--- config.mk ---
export PLATFORM = sky130hd
export DESIGN_NAME = edfoc_top
export DESIGN_NICKNAME = d
export VERILOG_FILES = /design/src/core/edfoc_pkg.sv /design/src/core/edfoc_fill_if.sv /design/src/core/edfoc_top.sv /design/src/core/edfoc_fill.sv
export VERILOG_INCLUDE_DIRS = /design/src /design/src/core
export SDC_FILE = /design/constraint.sdc
export NUM_CORES = 1
export LEC_CHECK = 0
export BUFFER_PORTS_ARGS = -buffer_cell sky130_fd_sc_hd__buf_2
export CAP_MARGIN = 20
export CORE_MARGIN = 3
export CORE_UTILIZATION = 30
export CTS_CLUSTER_DIAMETER = 30
export DETAILED_ROUTE_END_ITERATION = 12
export PLACE_DENSITY = 0.56
export SYNTH_ARGS = -nofsm -noshare
export SYNTH_HDL_FRONTEND = slang
export SYNTH_SLANG_ARGS = --single-unit
--- constraint.sdc ---
create_clock -name core_clk_i -period 5 [get_ports core_clk_i]
set_input_delay 0.25 -clock core_clk_i [delete_from_list [all_inputs] [get_ports core_clk_i]]
set_output_delay 0.25 -clock core_clk_i [all_outputs]
set_load 0.01 [all_outputs]
--- src/core/edfoc_consts.svh ---
`ifndef EDFOC_CONSTS_SVH
`define EDFOC_CONSTS_SVH

// ==========================================================
// Register byte offsets
`define EDFOC_OFS_TX_THRESH 8'h00
`define EDFOC_OFS_DEPTH 8'h04
`define EDFOC_OFS_RX_CONT 8'h08
`define EDFOC_OFS_OP_CTRL 8'h0C
`define EDFOC_OFS_RX_REQ 8'h10
`define EDFOC_OFS_INT_STAT 8'h14
`define EDFOC_OFS_INT_MASK 8'h18
`define EDFOC_OFS_LEVELS 8'h1C

// ==========================================================
// Field positions and widths
`define EDFOC_THR_W 11
`define EDFOC_TXD_LSB 8
`define EDFOC_RXD_LSB 0
`define EDFOC_DEPTH_CODE_W 3
`define EDFOC_ERR_HALT_BIT 3
`define EDFOC_ADDR_FLAG_BIT 2
`define EDFOC_HALTED_BIT 1
`define EDFOC_RX_CONT_BIT 0
`define EDFOC_RX_REQ_BIT 0
`define EDFOC_LVL_RX_LSB 16

// ==========================================================
// Interrupt status bits
`define EDFOC_INT_W 5
`define EDFOC_INT_TX_UNDER 0
`define EDFOC_INT_RX_OVER 1
`define EDFOC_INT_ADDR_ERR 2
`define EDFOC_INT_HALT 3
`define EDFOC_INT_RX_DONE 4

// ==========================================================
// Reset values and sizing
`define EDFOC_RST_THR 11'h000
`define EDFOC_RST_DEPTH 3'h0
`define EDFOC_LEVEL_W 12
`define EDFOC_DEPTH_STEP 12'h100
`define EDFOC_WORD_BYTES 12'h004

`endif

--- src/core/edfoc_pkg.sv ---
package edfoc_pkg;

    // ==========================================================
    // Receive completion sequencer states
    typedef enum logic [1:0] {
        RX_IDLE,
        RX_STATUS,
        RX_FETCH
    } edfoc_rx_state_e;

    typedef logic [31:0] edfoc_word_t;

endpackage

--- src/core/edfoc_fill_if.sv ---
`timescale 1ns/1ps

// ==========================================================
// Fill-level tracker connection
interface edfoc_fill_if;
    logic push;
    logic pop;
    logic [2:0] depth_code;
    logic [11:0] level;
    logic full;
    logic empty;
    logic push_lost;
    logic pop_lost;

    modport tracker (
        input push, pop, depth_code,
        output level, full, empty, push_lost, pop_lost
    );
    modport owner (
        output push, pop, depth_code,
        input level, full, empty, push_lost, pop_lost
    );
endinterface

--- src/core/edfoc_top.sv ---
// Our own choices: the address-and-strobe port and the address map.
`timescale 1ns/1ps
`include "edfoc_consts.svh"

// Overview of operation
// Threshold zero means store-and-forward: start on whole frame or full FIFO.
// Nonzero threshold counts in bytes as four times the field value.
// Start transmit on level above threshold, FIFO full, or frame written.
// Software changes the threshold only while transmission is halted.
// Software keeps the threshold below the transmit FIFO capacity.
// Transmit FIFO depth is (code+1) times 256 bytes, reset code 0.
// Receive FIFO depth is (code+1) times 256 bytes, reset code 0.
// Depth settings are frozen once transmission or reception has started.
// Reserved bits read zero; software writes zero to them.
// Software changes receive continuation only while reception is halted.
// Continuation off: write status, then clear the receive request bit.
// Continuation on: write status, fetch next descriptor, keep receiving.
// FIFO error halt bit chooses continue or halt on underflow/overflow.
// Illegal descriptor address sets a sticky flag, cleared by writing zero.
// Non-maskable interrupt halts and sets halted flag; writing zero restarts.
// While halted, no descriptor fetches or buffer transfers are started.
module edfoc_top
    import edfoc_pkg::*;
#(
    parameter int ADDR_W = 8
) (
    // Clock and reset
    input wire logic core_clk_i,
    input wire logic reset_i,
    // Register port
    input wire logic [ADDR_W-1:0] reg_addr_i,
    input wire logic [31:0] reg_wdata_i,
    input wire logic reg_wr_i,
    input wire logic reg_rd_i,
    output logic [31:0] reg_rdata_o,
    // Transmit FIFO traffic
    input wire logic tx_push_i,
    input wire logic tx_frame_end_i,
    input wire logic tx_pop_i,
    output logic tx_start_o,
    output logic tx_xfer_en_o,
    // Receive FIFO traffic
    input wire logic rx_push_i,
    input wire logic rx_pop_i,
    input wire logic rx_frame_done_i,
    output logic rx_enable_o,
    // Memory requests for receive completion
    output logic mem_req_o,
    output logic mem_fetch_o,
    input wire logic mem_ack_i,
    // Error sources
    input wire logic addr_err_i,
    input wire logic nmi_i,
    // Interrupt
    output logic irq_o
);
    // ==========================================================
    // Fill trackers
    edfoc_fill_if tx_if ();
    edfoc_fill_if rx_if ();

    edfoc_fill #(.LEVEL_W(`EDFOC_LEVEL_W)) u_tx_fill (
        .core_clk_i(core_clk_i),
        .reset_i(reset_i),
        .fif(tx_if.tracker)
    );
    edfoc_fill #(.LEVEL_W(`EDFOC_LEVEL_W)) u_rx_fill (
        .core_clk_i(core_clk_i),
        .reset_i(reset_i),
        .fif(rx_if.tracker)
    );

    // ==========================================================
    // State
    logic [10:0] thr, next_thr;
    logic [2:0] tx_depth, next_tx_depth;
    logic [2:0] rx_depth, next_rx_depth;
    logic rx_cont, next_rx_cont;
    logic err_halt, next_err_halt;
    logic addr_flag, next_addr_flag;
    logic halted, next_halted;
    logic rx_req, next_rx_req;
    logic started, next_started;
    logic frame_seen, next_frame_seen;
    logic [4:0] int_stat, next_int_stat;
    logic [4:0] int_mask, next_int_mask;
    logic [31:0] next_rdata;
    logic next_tx_start;
    logic next_irq;
    edfoc_rx_state_e rx_state, next_rx_state;
    logic next_mem_req, next_mem_fetch;
    logic wr_thr, wr_depth, wr_cont, wr_op, wr_req, wr_stat, wr_mask;
    logic fifo_err;
    logic [4:0] events;
    logic status_done;

    assign tx_if.push = tx_push_i;
    assign tx_if.pop = tx_pop_i;
    assign tx_if.depth_code = tx_depth;
    assign rx_if.push = rx_push_i;
    assign rx_if.pop = rx_pop_i;
    assign rx_if.depth_code = rx_depth;

    // Write decode
    always_comb
    begin
        wr_thr = 1'b0;
        wr_depth = 1'b0;
        wr_cont = 1'b0;
        wr_op = 1'b0;
        wr_req = 1'b0;
        wr_stat = 1'b0;
        wr_mask = 1'b0;
        if (reg_wr_i && reg_addr_i == `EDFOC_OFS_TX_THRESH)
            wr_thr = 1'b1;
        else if (reg_wr_i && reg_addr_i == `EDFOC_OFS_DEPTH)
            wr_depth = 1'b1;
        else if (reg_wr_i && reg_addr_i == `EDFOC_OFS_RX_CONT)
            wr_cont = 1'b1;
        else if (reg_wr_i && reg_addr_i == `EDFOC_OFS_OP_CTRL)
            wr_op = 1'b1;
        else if (reg_wr_i && reg_addr_i == `EDFOC_OFS_RX_REQ)
            wr_req = 1'b1;
        else if (reg_wr_i && reg_addr_i == `EDFOC_OFS_INT_STAT)
            wr_stat = 1'b1;
        else if (reg_wr_i && reg_addr_i == `EDFOC_OFS_INT_MASK)
            wr_mask = 1'b1;
    end

    // Underflow on transmit, overflow on receive
    assign fifo_err = tx_if.pop_lost || rx_if.push_lost;
    assign status_done = (rx_state == RX_STATUS) && mem_ack_i;
    assign events = {status_done, nmi_i, addr_err_i, rx_if.push_lost, tx_if.pop_lost};

    // ==========================================================
    // Control registers
    always_comb
    begin
        next_thr = thr;
        next_tx_depth = tx_depth;
        next_rx_depth = rx_depth;
        next_rx_cont = rx_cont;
        next_err_halt = err_halt;
        next_addr_flag = addr_flag;
        next_halted = halted;
        next_int_mask = int_mask;
        // Threshold is trusted to be written while halted
        if (wr_thr)
            next_thr = reg_wdata_i[`EDFOC_THR_W-1:0];
        // Depth silently ignored after start; avoids resizing live data
        if (wr_depth && !started)
        begin
            next_tx_depth = reg_wdata_i[`EDFOC_TXD_LSB +: 3];
            next_rx_depth = reg_wdata_i[`EDFOC_RXD_LSB +: 3];
        end
        if (wr_cont)
            next_rx_cont = reg_wdata_i[`EDFOC_RX_CONT_BIT];
        if (wr_op)
        begin
            next_err_halt = reg_wdata_i[`EDFOC_ERR_HALT_BIT];
            // Writing one leaves the flags alone, writing zero clears
            if (!reg_wdata_i[`EDFOC_ADDR_FLAG_BIT])
                next_addr_flag = 1'b0;
            if (!reg_wdata_i[`EDFOC_HALTED_BIT])
                next_halted = 1'b0;
        end
        if (wr_mask)
            next_int_mask = reg_wdata_i[`EDFOC_INT_W-1:0];
        // Sets win over clears
        if (addr_err_i)
            next_addr_flag = 1'b1;
        if (nmi_i || (err_halt && fifo_err))
            next_halted = 1'b1;
    end

    always_ff @(posedge core_clk_i)
    begin
        if (reset_i)
        begin
            thr <= `EDFOC_RST_THR;
            tx_depth <= `EDFOC_RST_DEPTH;
            rx_depth <= `EDFOC_RST_DEPTH;
            rx_cont <= 1'b0;
            err_halt <= 1'b0;
            addr_flag <= 1'b0;
            halted <= 1'b0;
            int_mask <= '0;
        end
        else
        begin
            thr <= next_thr;
            tx_depth <= next_tx_depth;
            rx_depth <= next_rx_depth;
            rx_cont <= next_rx_cont;
            err_halt <= next_err_halt;
            addr_flag <= next_addr_flag;
            halted <= next_halted;
            int_mask <= next_int_mask;
        end
    end

    // ==========================================================
    // Receive completion sequencer and request bit
    always_comb
    begin
        next_rx_state = rx_state;
        next_rx_req = rx_req;
        next_mem_req = mem_req_o;
        next_mem_fetch = mem_fetch_o;
        if (wr_req && reg_wdata_i[`EDFOC_RX_REQ_BIT])
            next_rx_req = 1'b1;
        case (rx_state)
            RX_IDLE:
            begin
                if (rx_frame_done_i && rx_req)
                    next_rx_state = RX_STATUS;
            end
            RX_STATUS:
            begin
                // No new request while halted; one in flight completes
                if (!mem_req_o && !halted)
                begin
                    next_mem_req = 1'b1;
                    next_mem_fetch = 1'b0;
                end
                else if (mem_ack_i)
                begin
                    next_mem_req = 1'b0;
                    if (rx_cont)
                        next_rx_state = RX_FETCH;
                    else
                    begin
                        next_rx_req = 1'b0;
                        next_rx_state = RX_IDLE;
                    end
                end
            end
            RX_FETCH:
            begin
                if (!mem_req_o && !halted)
                begin
                    next_mem_req = 1'b1;
                    next_mem_fetch = 1'b1;
                end
                else if (mem_ack_i)
                begin
                    next_mem_req = 1'b0;
                    next_mem_fetch = 1'b0;
                    next_rx_state = RX_IDLE;
                end
            end
            default:
                next_rx_state = RX_IDLE;
        endcase
    end

    always_ff @(posedge core_clk_i)
    begin
        if (reset_i)
        begin
            rx_state <= RX_IDLE;
            rx_req <= 1'b0;
            mem_req_o <= 1'b0;
            mem_fetch_o <= 1'b0;
        end
        else
        begin
            rx_state <= next_rx_state;
            rx_req <= next_rx_req;
            mem_req_o <= next_mem_req;
            mem_fetch_o <= next_mem_fetch;
        end
    end

    // ==========================================================
    // Transmit start, status, interrupt and read data
    always_comb
    begin
        next_started = started || rx_req || tx_push_i || rx_push_i;
        next_frame_seen = frame_seen;
        // Whole frame latched until the FIFO drains
        if (tx_push_i && tx_frame_end_i)
            next_frame_seen = 1'b1;
        else if (tx_if.empty)
            next_frame_seen = 1'b0;
        next_tx_start = tx_if.full || frame_seen;
        if (thr != '0 && {1'b0, tx_if.level} > {thr, 2'b00})
            next_tx_start = 1'b1;
        next_int_stat = int_stat;
        if (wr_stat)
            next_int_stat = int_stat & ~reg_wdata_i[`EDFOC_INT_W-1:0];
        next_int_stat = next_int_stat | events;
        next_irq = |(int_stat & int_mask);
        next_rdata = '0;
        // Unmapped addresses and reserved bits read zero
        if (reg_rd_i && reg_addr_i == `EDFOC_OFS_TX_THRESH)
            next_rdata[`EDFOC_THR_W-1:0] = thr;
        else if (reg_rd_i && reg_addr_i == `EDFOC_OFS_DEPTH)
        begin
            next_rdata[`EDFOC_TXD_LSB +: 3] = tx_depth;
            next_rdata[`EDFOC_RXD_LSB +: 3] = rx_depth;
        end
        else if (reg_rd_i && reg_addr_i == `EDFOC_OFS_RX_CONT)
            next_rdata[`EDFOC_RX_CONT_BIT] = rx_cont;
        else if (reg_rd_i && reg_addr_i == `EDFOC_OFS_OP_CTRL)
        begin
            next_rdata[`EDFOC_ERR_HALT_BIT] = err_halt;
            next_rdata[`EDFOC_ADDR_FLAG_BIT] = addr_flag;
            next_rdata[`EDFOC_HALTED_BIT] = halted;
        end
        else if (reg_rd_i && reg_addr_i == `EDFOC_OFS_RX_REQ)
            next_rdata[`EDFOC_RX_REQ_BIT] = rx_req;
        else if (reg_rd_i && reg_addr_i == `EDFOC_OFS_INT_STAT)
            next_rdata[`EDFOC_INT_W-1:0] = int_stat;
        else if (reg_rd_i && reg_addr_i == `EDFOC_OFS_INT_MASK)
            next_rdata[`EDFOC_INT_W-1:0] = int_mask;
        else if (reg_rd_i && reg_addr_i == `EDFOC_OFS_LEVELS)
        begin
            next_rdata[`EDFOC_LEVEL_W-1:0] = tx_if.level;
            next_rdata[`EDFOC_LVL_RX_LSB +: `EDFOC_LEVEL_W] = rx_if.level;
        end
    end

    always_ff @(posedge core_clk_i)
    begin
        if (reset_i)
        begin
            started <= 1'b0;
            frame_seen <= 1'b0;
            tx_start_o <= 1'b0;
            int_stat <= '0;
            irq_o <= 1'b0;
            reg_rdata_o <= '0;
            tx_xfer_en_o <= 1'b0;
            rx_enable_o <= 1'b0;
        end
        else
        begin
            started <= next_started;
            frame_seen <= next_frame_seen;
            tx_start_o <= next_tx_start;
            int_stat <= next_int_stat;
            irq_o <= next_irq;
            reg_rdata_o <= next_rdata;
            tx_xfer_en_o <= !next_halted;
            rx_enable_o <= next_rx_req && !next_halted;
        end
    end
endmodule

--- src/core/edfoc_fill.sv ---
`timescale 1ns/1ps
`include "edfoc_consts.svh"

// ==========================================================
// Byte fill level of one FIFO, sized by a depth code
module edfoc_fill
    import edfoc_pkg::*;
#(
    parameter int LEVEL_W = `EDFOC_LEVEL_W
) (
    // Clock and reset
    input wire logic core_clk_i,
    input wire logic reset_i,
    // Owner side
    edfoc_fill_if.tracker fif
);
    logic [LEVEL_W-1:0] level;
    logic [LEVEL_W-1:0] next_level;
    logic [LEVEL_W-1:0] cap;
    logic add_ok;
    logic sub_ok;

    // Capacity is (code + 1) steps of 256 bytes
    assign cap = LEVEL_W'({1'b0, fif.depth_code} + 4'h1) * LEVEL_W'(`EDFOC_DEPTH_STEP);
    assign fif.full = (level >= cap);
    assign fif.empty = (level == '0);
    assign fif.level = level;
    assign add_ok = fif.push && !fif.full;
    assign sub_ok = fif.pop && !fif.empty;
    // Lost pops on transmit and lost pushes on receive feed the underflow and overflow logic upstream
    assign fif.push_lost = fif.push && fif.full;
    assign fif.pop_lost = fif.pop && fif.empty;

    // Next level: a simultaneous push and pop cancel out only when both are accepted
    always_comb
    begin
        next_level = level;
        if (add_ok && !sub_ok)
        begin
            next_level = level + LEVEL_W'(`EDFOC_WORD_BYTES);
        end
        else if (sub_ok && !add_ok)
        begin
            next_level = level - LEVEL_W'(`EDFOC_WORD_BYTES);
        end
    end

    always_ff @(posedge core_clk_i)
    begin
        if (reset_i)
        begin
            level <= '0;
        end
        else
        begin
            level <= next_level;
        end
    end
endmodule

==> flow_metrics.py, run 1 <==
metrics = {
    "setup_path": {
        "arrival_ns": 3.99,
        "crit_path_max_incr_delay_ns": 0.36,
        "rr_startpoint": "tx_depth[0]$_SDFFE_PP0P_",
        "cpMaxStageDelayCell": "dfxtp_1",
        "critPathMaxFanout": 11,
        "reg2regPathDepth": 17,
        "critPathMostFrequentCell": "ha_1",
        "crit_chain": "ha_1 -> xnor2_1 -> ha_1 -> o21ai_0 -> nand2b_1 -> a21oi_1 -> a31oi_1 -> nor2b_1 -> ha_1 -> inv_1 -> ha_1 -> nor2b_1 -> o21ai_0 -> a21oi_1 -> o41ai_1 -> xnor2_1 -> o211a_1",
        "crit_required_ns": 5.25,
        "ff2ff_setup_slack_ns": 1.26,
        "r2r_end": "u_tx_fill.fif.level[10]$_SDFFE_PP0P_",
        "critPathKind": "register to register",
        "cp-end-kind": "register",
        "crit_path_start_kind": "register",
    },
    "timing": {
        "clock_skew_ns": 0.0131,
        "worst_slack_ns": 1.26,
        "relSlewSlack_pct": 49.6,
        "finalHoldViolations": 0,
        "fin_crit_ns": 3.74,
        "setup-violations-final": 0,
        "rsz0062_at_grt": "no",
        "setup_tns_ns": 0,
        "fmax_mhz": 267,
        "worst_pin_slew_ns": 0.756,
        "post-route-period-util_pct": 74.9,
        "slew_violations": 0,
    },
    "clock_tree": {
        "htreeDepth": 3,
        "cts_tree": "done",
        "clock_latency_ns": 0.36,
        "hold_buffers": 0,
        "clockBufferDepth": 2,
        "postCtsSetupRepairBufs": 0,
        "cts_resized": 0,
        "clk_pin_slew_worst_paths_ns": 0.06,
        "cts_sinks": 84,
        "root_buffer": "clkbuf_16",
        "numCtsBuffers": 9,
    },
    "pwr": {
        "p_sw_share_pct": 38.8,
        "power_leakage_nw": 2.33,
        "seqPwrFrac_pct": 31.0,
        "clkPwrFrac_pct": 25.6,
        "p_sw_w": 0.00106,
        "irDropWorstVdd_mv": 0.158,
        "combPwrFrac_pct": 43.4,
        "powerDensity_nw_per_um2": 496,
        "p_total_w": 0.00273,
        "internal_power_w": 0.00167,
    },
    "die": {
        "dieArea_um2": 17500,
        "core_area_um2": 15400,
        "start_util_pct": 31.1,
        "dieWidth_um": 132,
        "die-height_um": 132,
        "rows": 45,
        "io_pins": 91,
    },
    "global_routing": {
        "grt_overflow_total": 0,
        "grt_max_degree": 71,
        "grt_antenna_before_repair": 0,
        "grt_pass1_wl_um": 20700,
        "grt_pass1_vias": 4144,
        "track_usage_pct": 14.6,
    },
    "worst_hold_path": {
        "holdPathEnd": "int_stat[2]$_SDFF_PP0_",
        "hold_class": "primary input to register",
        "min-delay-start": "addr_err_i",
        "whs_path_depth": 3,
    },
    "routing": {
        "viasPerCell": 5.05,
        "drtPass1Iterations": 5,
        "drc_errors": 0,
        "wl_um": 12700,
        "post_drt_wl_per_cell_um": 15.2,
        "vias": 4229,
        "drtIter0Drc": 234,
        "detail-route-antenna-nets": 0,
    },
    "layout": {
        "fill_cells": 1579,
        "fin_util_pct": 35.8,
        "drive_gt1_share_pct": 14.2,
        "multi_input_area_um2": 2810,
        "regArea_um2": 1680,
        "fin_cells": 838,
        "syn_to_final_growth_pct": 15.2,
        "n_antenna_cell": 0,
        "nNetsFinal": 719,
    },
    "placement": {
        "gp_congestion": 0.879,
        "port_buffers": 59,
        "dp_slack_ns": 1.32,
        "placed_cells": 823,
        "place_hpwl_um": 9370,
    },
    "yosys": {
        "yosys-top-cells-area": "dfxtp_1 35%, ha_1 11%, nor2_1 5.0%",
        "synth_flop_cell": "dfxtp_1",
        "ys_top_cells_by_count": "84 x dfxtp_1, 64 x nor2_1, 54 x nand2_1",
        "synth_edf_count": 0,
        "yosysSeqAreaShare_pct": 35.2,
        "yosysWarningCount": 0,
        "async_reset_ff_share_pct": 0,
        "synth_top_area_share_pct": 35.2,
        "synth_top_area_cell": "dfxtp_1",
        "netlist_area_um2": 4780,
        "postSynthAreaPerCell_um2": 8.29,
        "synthCells": 577,
        "ys_seq_elements": 84,
        "synth_most_common_cell": "dfxtp_1",
        "ys_types": 62,
    },
    "flow_run": {
        "drv_cap": 0,
    },
    "run_status": {
        "status": "complete, no violations",
    },
}
==> how the worst max path moves through the flow <==
| stage | end | slack (ns) | start | cells past startpoint |
|---|---|---|---|---|
| after global routing | u_rx_fill.fif.level[8]$_SDFFE_PP0P_ | 0.92 | rx_depth[0]$_SDFFE_PP0P_ | 16 |
| after CTS | u_rx_fill.fif.level[8]$_SDFFE_PP0P_ | 1.30 | rx_depth[0]$_SDFFE_PP0P_ | 16 |
| after detailed placement | u_rx_fill.fif.level[8]$_SDFFE_PP0P_ | 1.32 | rx_depth[0]$_SDFFE_PP0P_ | 16 |
| after floorplan | u_rx_fill.fif.level[10]$_SDFFE_PP0P_ | 1.79 | rx_depth[0]$_SDFFE_PP0P_ | 16 |
| final | u_tx_fill.fif.level[10]$_SDFFE_PP0P_ | 1.26 | tx_depth[0]$_SDFFE_PP0P_ | 17 |
| after global placement | u_tx_fill.fif.level[10]$_SDFFE_PP0P_ | 1.41 | tx_depth[0]$_SDFFE_PP0P_ | 17 |
==> final cells by class <==
class / instances / share of cell area, %
multi-input cells: 431 / 51.0
flip-flops and latches: 84 / 30.5
repair buffers: 61 / 5.63
well taps: 211 / 4.79
clock buffers: 11 / 4.59
inverters: 36 / 2.45
clock inverters: 4 / 1.02
==> flip-flops by register name, indices dropped and copies added, names as in the netlist, 2 cells and up <==
signal and count:
u_rx_fill.fif.level 10, int_mask 5, rx_state 2, tx_depth 3, reg_rdata_o 22, thr 11, int_stat 5, rx_depth 3
u_tx_fill.fif.level 10
==> power by group through the flow <==
| stage | registers (W) | logic [W] | clock network (W) |
|---|---|---|---|
| floorplan | 0.000820 | 0.000968 | 0 |
| global placement | 0.000862 | 0.00114 | 0 |
| detailed placement | 0.000864 | 0.00117 | 0 |
| CTS | 0.000849 | 0.00118 | 0.000723 |
| global route | 0.000861 | 0.00135 | 0.000744 |
| finish | 0.000848 | 0.00119 | 0.000700 |
==> metal layers <==
layer	GRT usage (%)	part of all wire, %	vias up
met5	0	0	-
met4	6.87	2.3	0
met3	3.85	6.8	23
met2	23.1	45	136
met1	18.5	45	1938
li1	-	-	2132
==> metrics by stage <==
step	hold WS, ns	cell area, µm²
after floorplan	0.367	4820
after global placement	0.461	5200
after detailed placement	0.466	5200
after CTS	0.121	5510
after global routing	0.143	5510
final	0.131	5510
==> critical path: cells and delay by family, from the launching register on <==
| family | cells | cell delay (ns) |
|---|---|---|
| AOI/OAI and AO/OA | 7 | 1.32 |
| adders and majority gates | 4 | 1.10 |
| and+or+nand+nor | 3 | 0.32 |
| xor gates and xnor gates | 2 | 0.23 |
| DFF | 1 | 0.36 |
| buffers and inverters | 1 | 0.31 |
==> kinds of logic (layout without fill, tap and decap cells) <==
group	Yosys count	count (layout)	share of synthesized area [%]
adder cells (fa/ha/maj)	43	43	11.6
buffers and inverters	71	112	6.80
flip-flops	84	84	35.2
AND/OR/NAND/NOR	229	229	23.7
multiplexers	19	19	4.06
other	1	10	0.0784
XOR/XNOR	10	10	1.83
AO/OA/AOI/OAI	120	120	16.8
==> cell usage in the layout, fill, tap and decap left out, drive strengths merged, types with 6 or more instances in the layout <==
cell / n
buf: 61
mux2i: 16
inv: 36
o21ai: 12
nand2: 56
nand3: 28
nor2b: 9
ha: 41
a31oi: 7
a21oi: 39
dfxtp: 84
nor4: 12
nand4: 7
nor2: 66
a22oi: 7
nor3: 10
and3: 7
conb: 10
a21o: 6
clkbuf: 11
a211oi: 6
and2: 14
Power figures use the tool's default switching activity.
==> inputs of run 2 (changes only) <==
--- a/config.mk
+++ b/config.mk
@@ -6,13 +6,14 @@
 export SDC_FILE = /design/constraint.sdc
 export NUM_CORES = 1
 export LEC_CHECK = 0
+export ABC_AREA = 1
 export BUFFER_PORTS_ARGS = -buffer_cell sky130_fd_sc_hd__buf_2
 export CAP_MARGIN = 20
 export CORE_MARGIN = 3
 export CORE_UTILIZATION = 30
 export CTS_CLUSTER_DIAMETER = 30
 export DETAILED_ROUTE_END_ITERATION = 12
-export PLACE_DENSITY = 0.56
+export PLACE_DENSITY = 0.58
 export SYNTH_ARGS = -nofsm -noshare
 export SYNTH_HDL_FRONTEND = slang
 export SYNTH_SLANG_ARGS = --single-unit
==> constraint.sdc (replaced) <==
create_clock -name core_clk_i -period 3.4 [get_ports core_clk_i]
set_input_delay 0.17 -clock core_clk_i [delete_from_list [all_inputs] [get_ports core_clk_i]]
set_output_delay 0.17 -clock core_clk_i [all_outputs]
set_load 0.01 [all_outputs]
==> run 2 against run 1 <==
  * Flip-flop and latch count unchanged
  * Via count up 6.3%
  * Setup slack worse by 0.97 ns
  * Combinational power up 71%
  * Global-route usage down 0.25 points
  * Core utilization up 0.51 points
  * Sequential share of layout area down 1.9 points
  * Area after synthesis up 5.6%
  * Synthesized cell count up 24%
  * Maximum frequency up 20%
  * Critical path type unchanged
  * Critical endpoint unchanged
==> flow_metrics.py, run 2 <==
metrics = {
    "timing": {
        "rsz0062_at_grt": "no",
        "setup-violations-final": 0,
        "setup_tns_ns": 0,
        "clock_skew_ns": 0.00897,
        "slew_violations": 0,
        "fin_crit_ns": 3.11,
        "whs_ns": 0.0675,
        "fmax_mhz": 321,
        "relSlewSlack_pct": 56.5,
        "worst_pin_slew_ns": 0.651,
        "post-route-period-util_pct": 91.6,
        "finalHoldViolations": 0,
        "worst_slack_ns": 0.286,
    },
    "yosys": {
        "yosysSeqAreaShare_pct": 33.3,
        "synth_most_common_cell": "nand2_1",
        "synth_edf_count": 0,
        "synth_flop_cell": "dfxtp_1",
        "ys_types": 41,
        "postSynthAreaPerCell_um2": 7.03,
        "ys_seq_elements": 84,
        "synth_top_area_share_pct": 33.3,
        "netlist_area_um2": 5050,
        "async_reset_ff_share_pct": 0,
        "synth_top_area_cell": "dfxtp_1",
        "yosysWarningCount": 0,
        "yosys-top-cells-area": "dfxtp_1 33%, nand2_1 11%, ha_1 10%",
        "ys_top_cells_by_count": "152 x nand2_1, 102 x inv_1, 85 x a21oi_1",
        "synthCells": 718,
    },
    "worst_hold_path": {
        "hold_class": "primary input to register",
        "whs_path_depth": 3,
        "holdPathEnd": "frame_seen$_SDFFE_PP0P_",
        "min-delay-start": "tx_frame_end_i",
    },
    "global_routing": {
        "track_usage_pct": 14.3,
        "grt_pass1_vias": 4177,
        "grt_overflow_total": 0,
        "grt_pass1_wl_um": 20700,
        "grt_antenna_before_repair": 0,
        "grt_max_degree": 29,
    },
    "clock_tree": {
        "hold_buffers": 0,
        "clockBufferDepth": 2,
        "root_buffer": "clkbuf_16",
        "htreeDepth": 3,
        "cts_sinks": 84,
        "cts_tree": "done",
        "clock_latency_ns": 0.35,
        "numCtsBuffers": 9,
        "clk_pin_slew_worst_paths_ns": 0.07,
    },
    "setup_path": {
        "critPathKind": "register to register",
        "critPathTopFamily": "adder cells",
        "crit_chain": "ha_1 -> inv_1 -> ha_1 -> nand2_1 -> nor3_1 -> nand4_1 -> nand2_1 -> nor2_1 -> ha_1 -> inv_2 -> ha_1 -> a21oi_1 -> nand2_1 -> nand4_1 -> nand2_1 -> nand2_1 -> nand2_1 -> o21ai_0 -> inv_1",
        "r2r_end": "u_tx_fill.fif.level[10]$_SDFFE_PP0P_",
        "cpMaxStageDelayCell": "dfxtp_1",
        "crit_required_ns": 3.64,
        "crit_path_max_incr_delay_ns": 0.35,
        "cp_num_buf_inv": 3,
        "ff2ff_setup_slack_ns": 0.29,
        "cp-end-kind": "register",
        "crit_path_start_kind": "register",
        "rr_startpoint": "tx_depth[0]$_SDFFE_PP0P_",
        "reg2regPathDepth": 19,
        "critPathMaxFanout": 8,
        "critPathMostFrequentCell": "nand2_1",
        "arrival_ns": 3.36,
    },
    "layout": {
        "n_antenna_cell": 0,
        "final_cell_mix": "152 x nand2_1, 100 x inv_1, 85 x a21oi_1",
        "fill_cells": 1704,
        "drive_gt1_share_pct": 16.0,
        "final_common_cell": "nand2_1",
        "top_register": "reg_rdata_o",
        "nNetsFinal": 873,
        "top_regs": "reg_rdata_o x22, thr x11",
        "regArea_um2": 1680,
        "fin_cells": 998,
        "largest_reg_flops": 22,
        "syn_to_final_growth_pct": 16.4,
        "multi_input_area_um2": 2860,
    },
    "placement": {
        "placed_cells": 982,
        "port_buffers": 59,
        "place_hpwl_um": 10100,
        "gp_congestion": 0.871,
        "dp_slack_ns": 0.185,
    },
    "routing": {
        "wl_um": 12800,
        "drtIter0Drc": 229,
        "vias": 4497,
        "detail-route-antenna-nets": 0,
        "drc_errors": 0,
        "post_drt_wl_per_cell_um": 12.8,
        "drtPass1Iterations": 4,
        "viasPerCell": 4.51,
    },
    "die": {
        "dieWidth_um": 136,
        "die-height_um": 136,
        "start_util_pct": 31.2,
        "rows": 46,
        "dieArea_um2": 18400,
        "core_area_um2": 16200,
        "io_pins": 91,
    },
    "flow_run": {
        "drv_cap": 0,
    },
    "pwr": {
        "powerDensity_nw_per_um2": 746,
        "irDropWorstVdd_mv": 0.306,
        "power_leakage_nw": 2.77,
    },
    "run_status": {
        "status": "complete, no violations",
    },
}
-- run 2: cell types whose count changed after synthesis, moves of 11 or more --
cell | previous run | this run
nand2_1 | 54 | 152
inv_1 | 35 | 102
a21oi_1 | 39 | 85
nor2_2 | 1 | 19
o21ai_1 | 1 | 19
mux2i_1 | 16 | 0
and2_1 | 13 | 0
nand3_1 | 28 | 39
nor2_1 | 64 | 53
o21ai_0 | 11 | 22
-- run 2: report_power, final --
group	switching [W]	internal (W)	leakage, nW
clock network	0.000410	0.000719	0.163
logic	0.00126	0.000785	1.92
registers	0.000110	0.00110	0.685
-- run 2: cell type report --
cell class / count / share of cell area, %
clock inverter: 6 / 1.89
inverter: 108 / 6.92
tap: 216 / 4.60
multi-input combinational: 511 / 48.6
clock buffer: 10 / 3.89
sequential: 84 / 28.6
timing repair buffer: 63 / 5.53
-- run 2: metrics by stage --
stage	utilization [%]	cell area [µm²]	power [W]
after floorplan	-	5080	0.00282
after global placement	34.2	5540	0.00325
after detailed placement	34.2	5540	0.00326
after CTS	36.4	5880	0.00441
after global routing	36.4	5880	0.00479
final	36.4	5880	0.00438
-- run 2: cell families after synthesis --
family,Yosys count,synth area share (%)
AO/OA/AOI/OAI,142,15.0
XOR/XNOR,10,1.73
adder cells (fa/ha/maj),43,10.9
buffers and inverters,132,10.8
flip-flops,84,33.3
other,1,0.0742
AND/OR/NAND/NOR,306,28.1
-- run 2: worst reg2reg max path: cells and delay by family (launching register included) --
family,cells,cell delay (ns)
AO/OA/AOI/OAI,2,0.36
adder cells (fa/ha/maj),4,1.14
buffers and inverters,3,0.26
flip-flops,1,0.35
AND/OR/NAND/NOR,10,0.91
-- run 2: timing repair --
item / in CTS / in global routing
buffers inserted: 0 / 0
gates resized for setup: 0 / 2
hold endpoints to repair: 0 / 0
endpoints found under the setup margin: 0 / 8
-- run 2: layer usage --
layer / vias up / global-route usage [%] / part of all wire [%]
li1: 2427 / - / -
met1: 1958 / 20.0 / 50
met2: 96 / 22.0 / 43
met3: 16 / 3.16 / 4.9
met4: 0 / 4.31 / 1.5
met5: - / 0 / 0
-- run 2: worst max path at each step --
stage                             start                              endpoint  slack [ns]  cells after the start
2_1_floorplan  tx_depth[0]$_SDFFE_PP0P_  u_tx_fill.fif.level[10]$_SDFFE_PP0P_        0.64                     19
3_3_place_gp   tx_depth[0]$_SDFFE_PP0P_  u_tx_fill.fif.level[10]$_SDFFE_PP0P_        0.27                     19
3_5_place_dp   tx_depth[0]$_SDFFE_PP0P_  u_tx_fill.fif.level[10]$_SDFFE_PP0P_        0.19                     19
4_1_cts        tx_depth[0]$_SDFFE_PP0P_  u_tx_fill.fif.level[10]$_SDFFE_PP0P_        0.16                     19
5_1_grt        tx_depth[0]$_SDFFE_PP0P_  u_tx_fill.fif.level[10]$_SDFFE_PP0P_      0.0009                     19
6_report       tx_depth[0]$_SDFFE_PP0P_  u_tx_fill.fif.level[10]$_SDFFE_PP0P_        0.29                     19
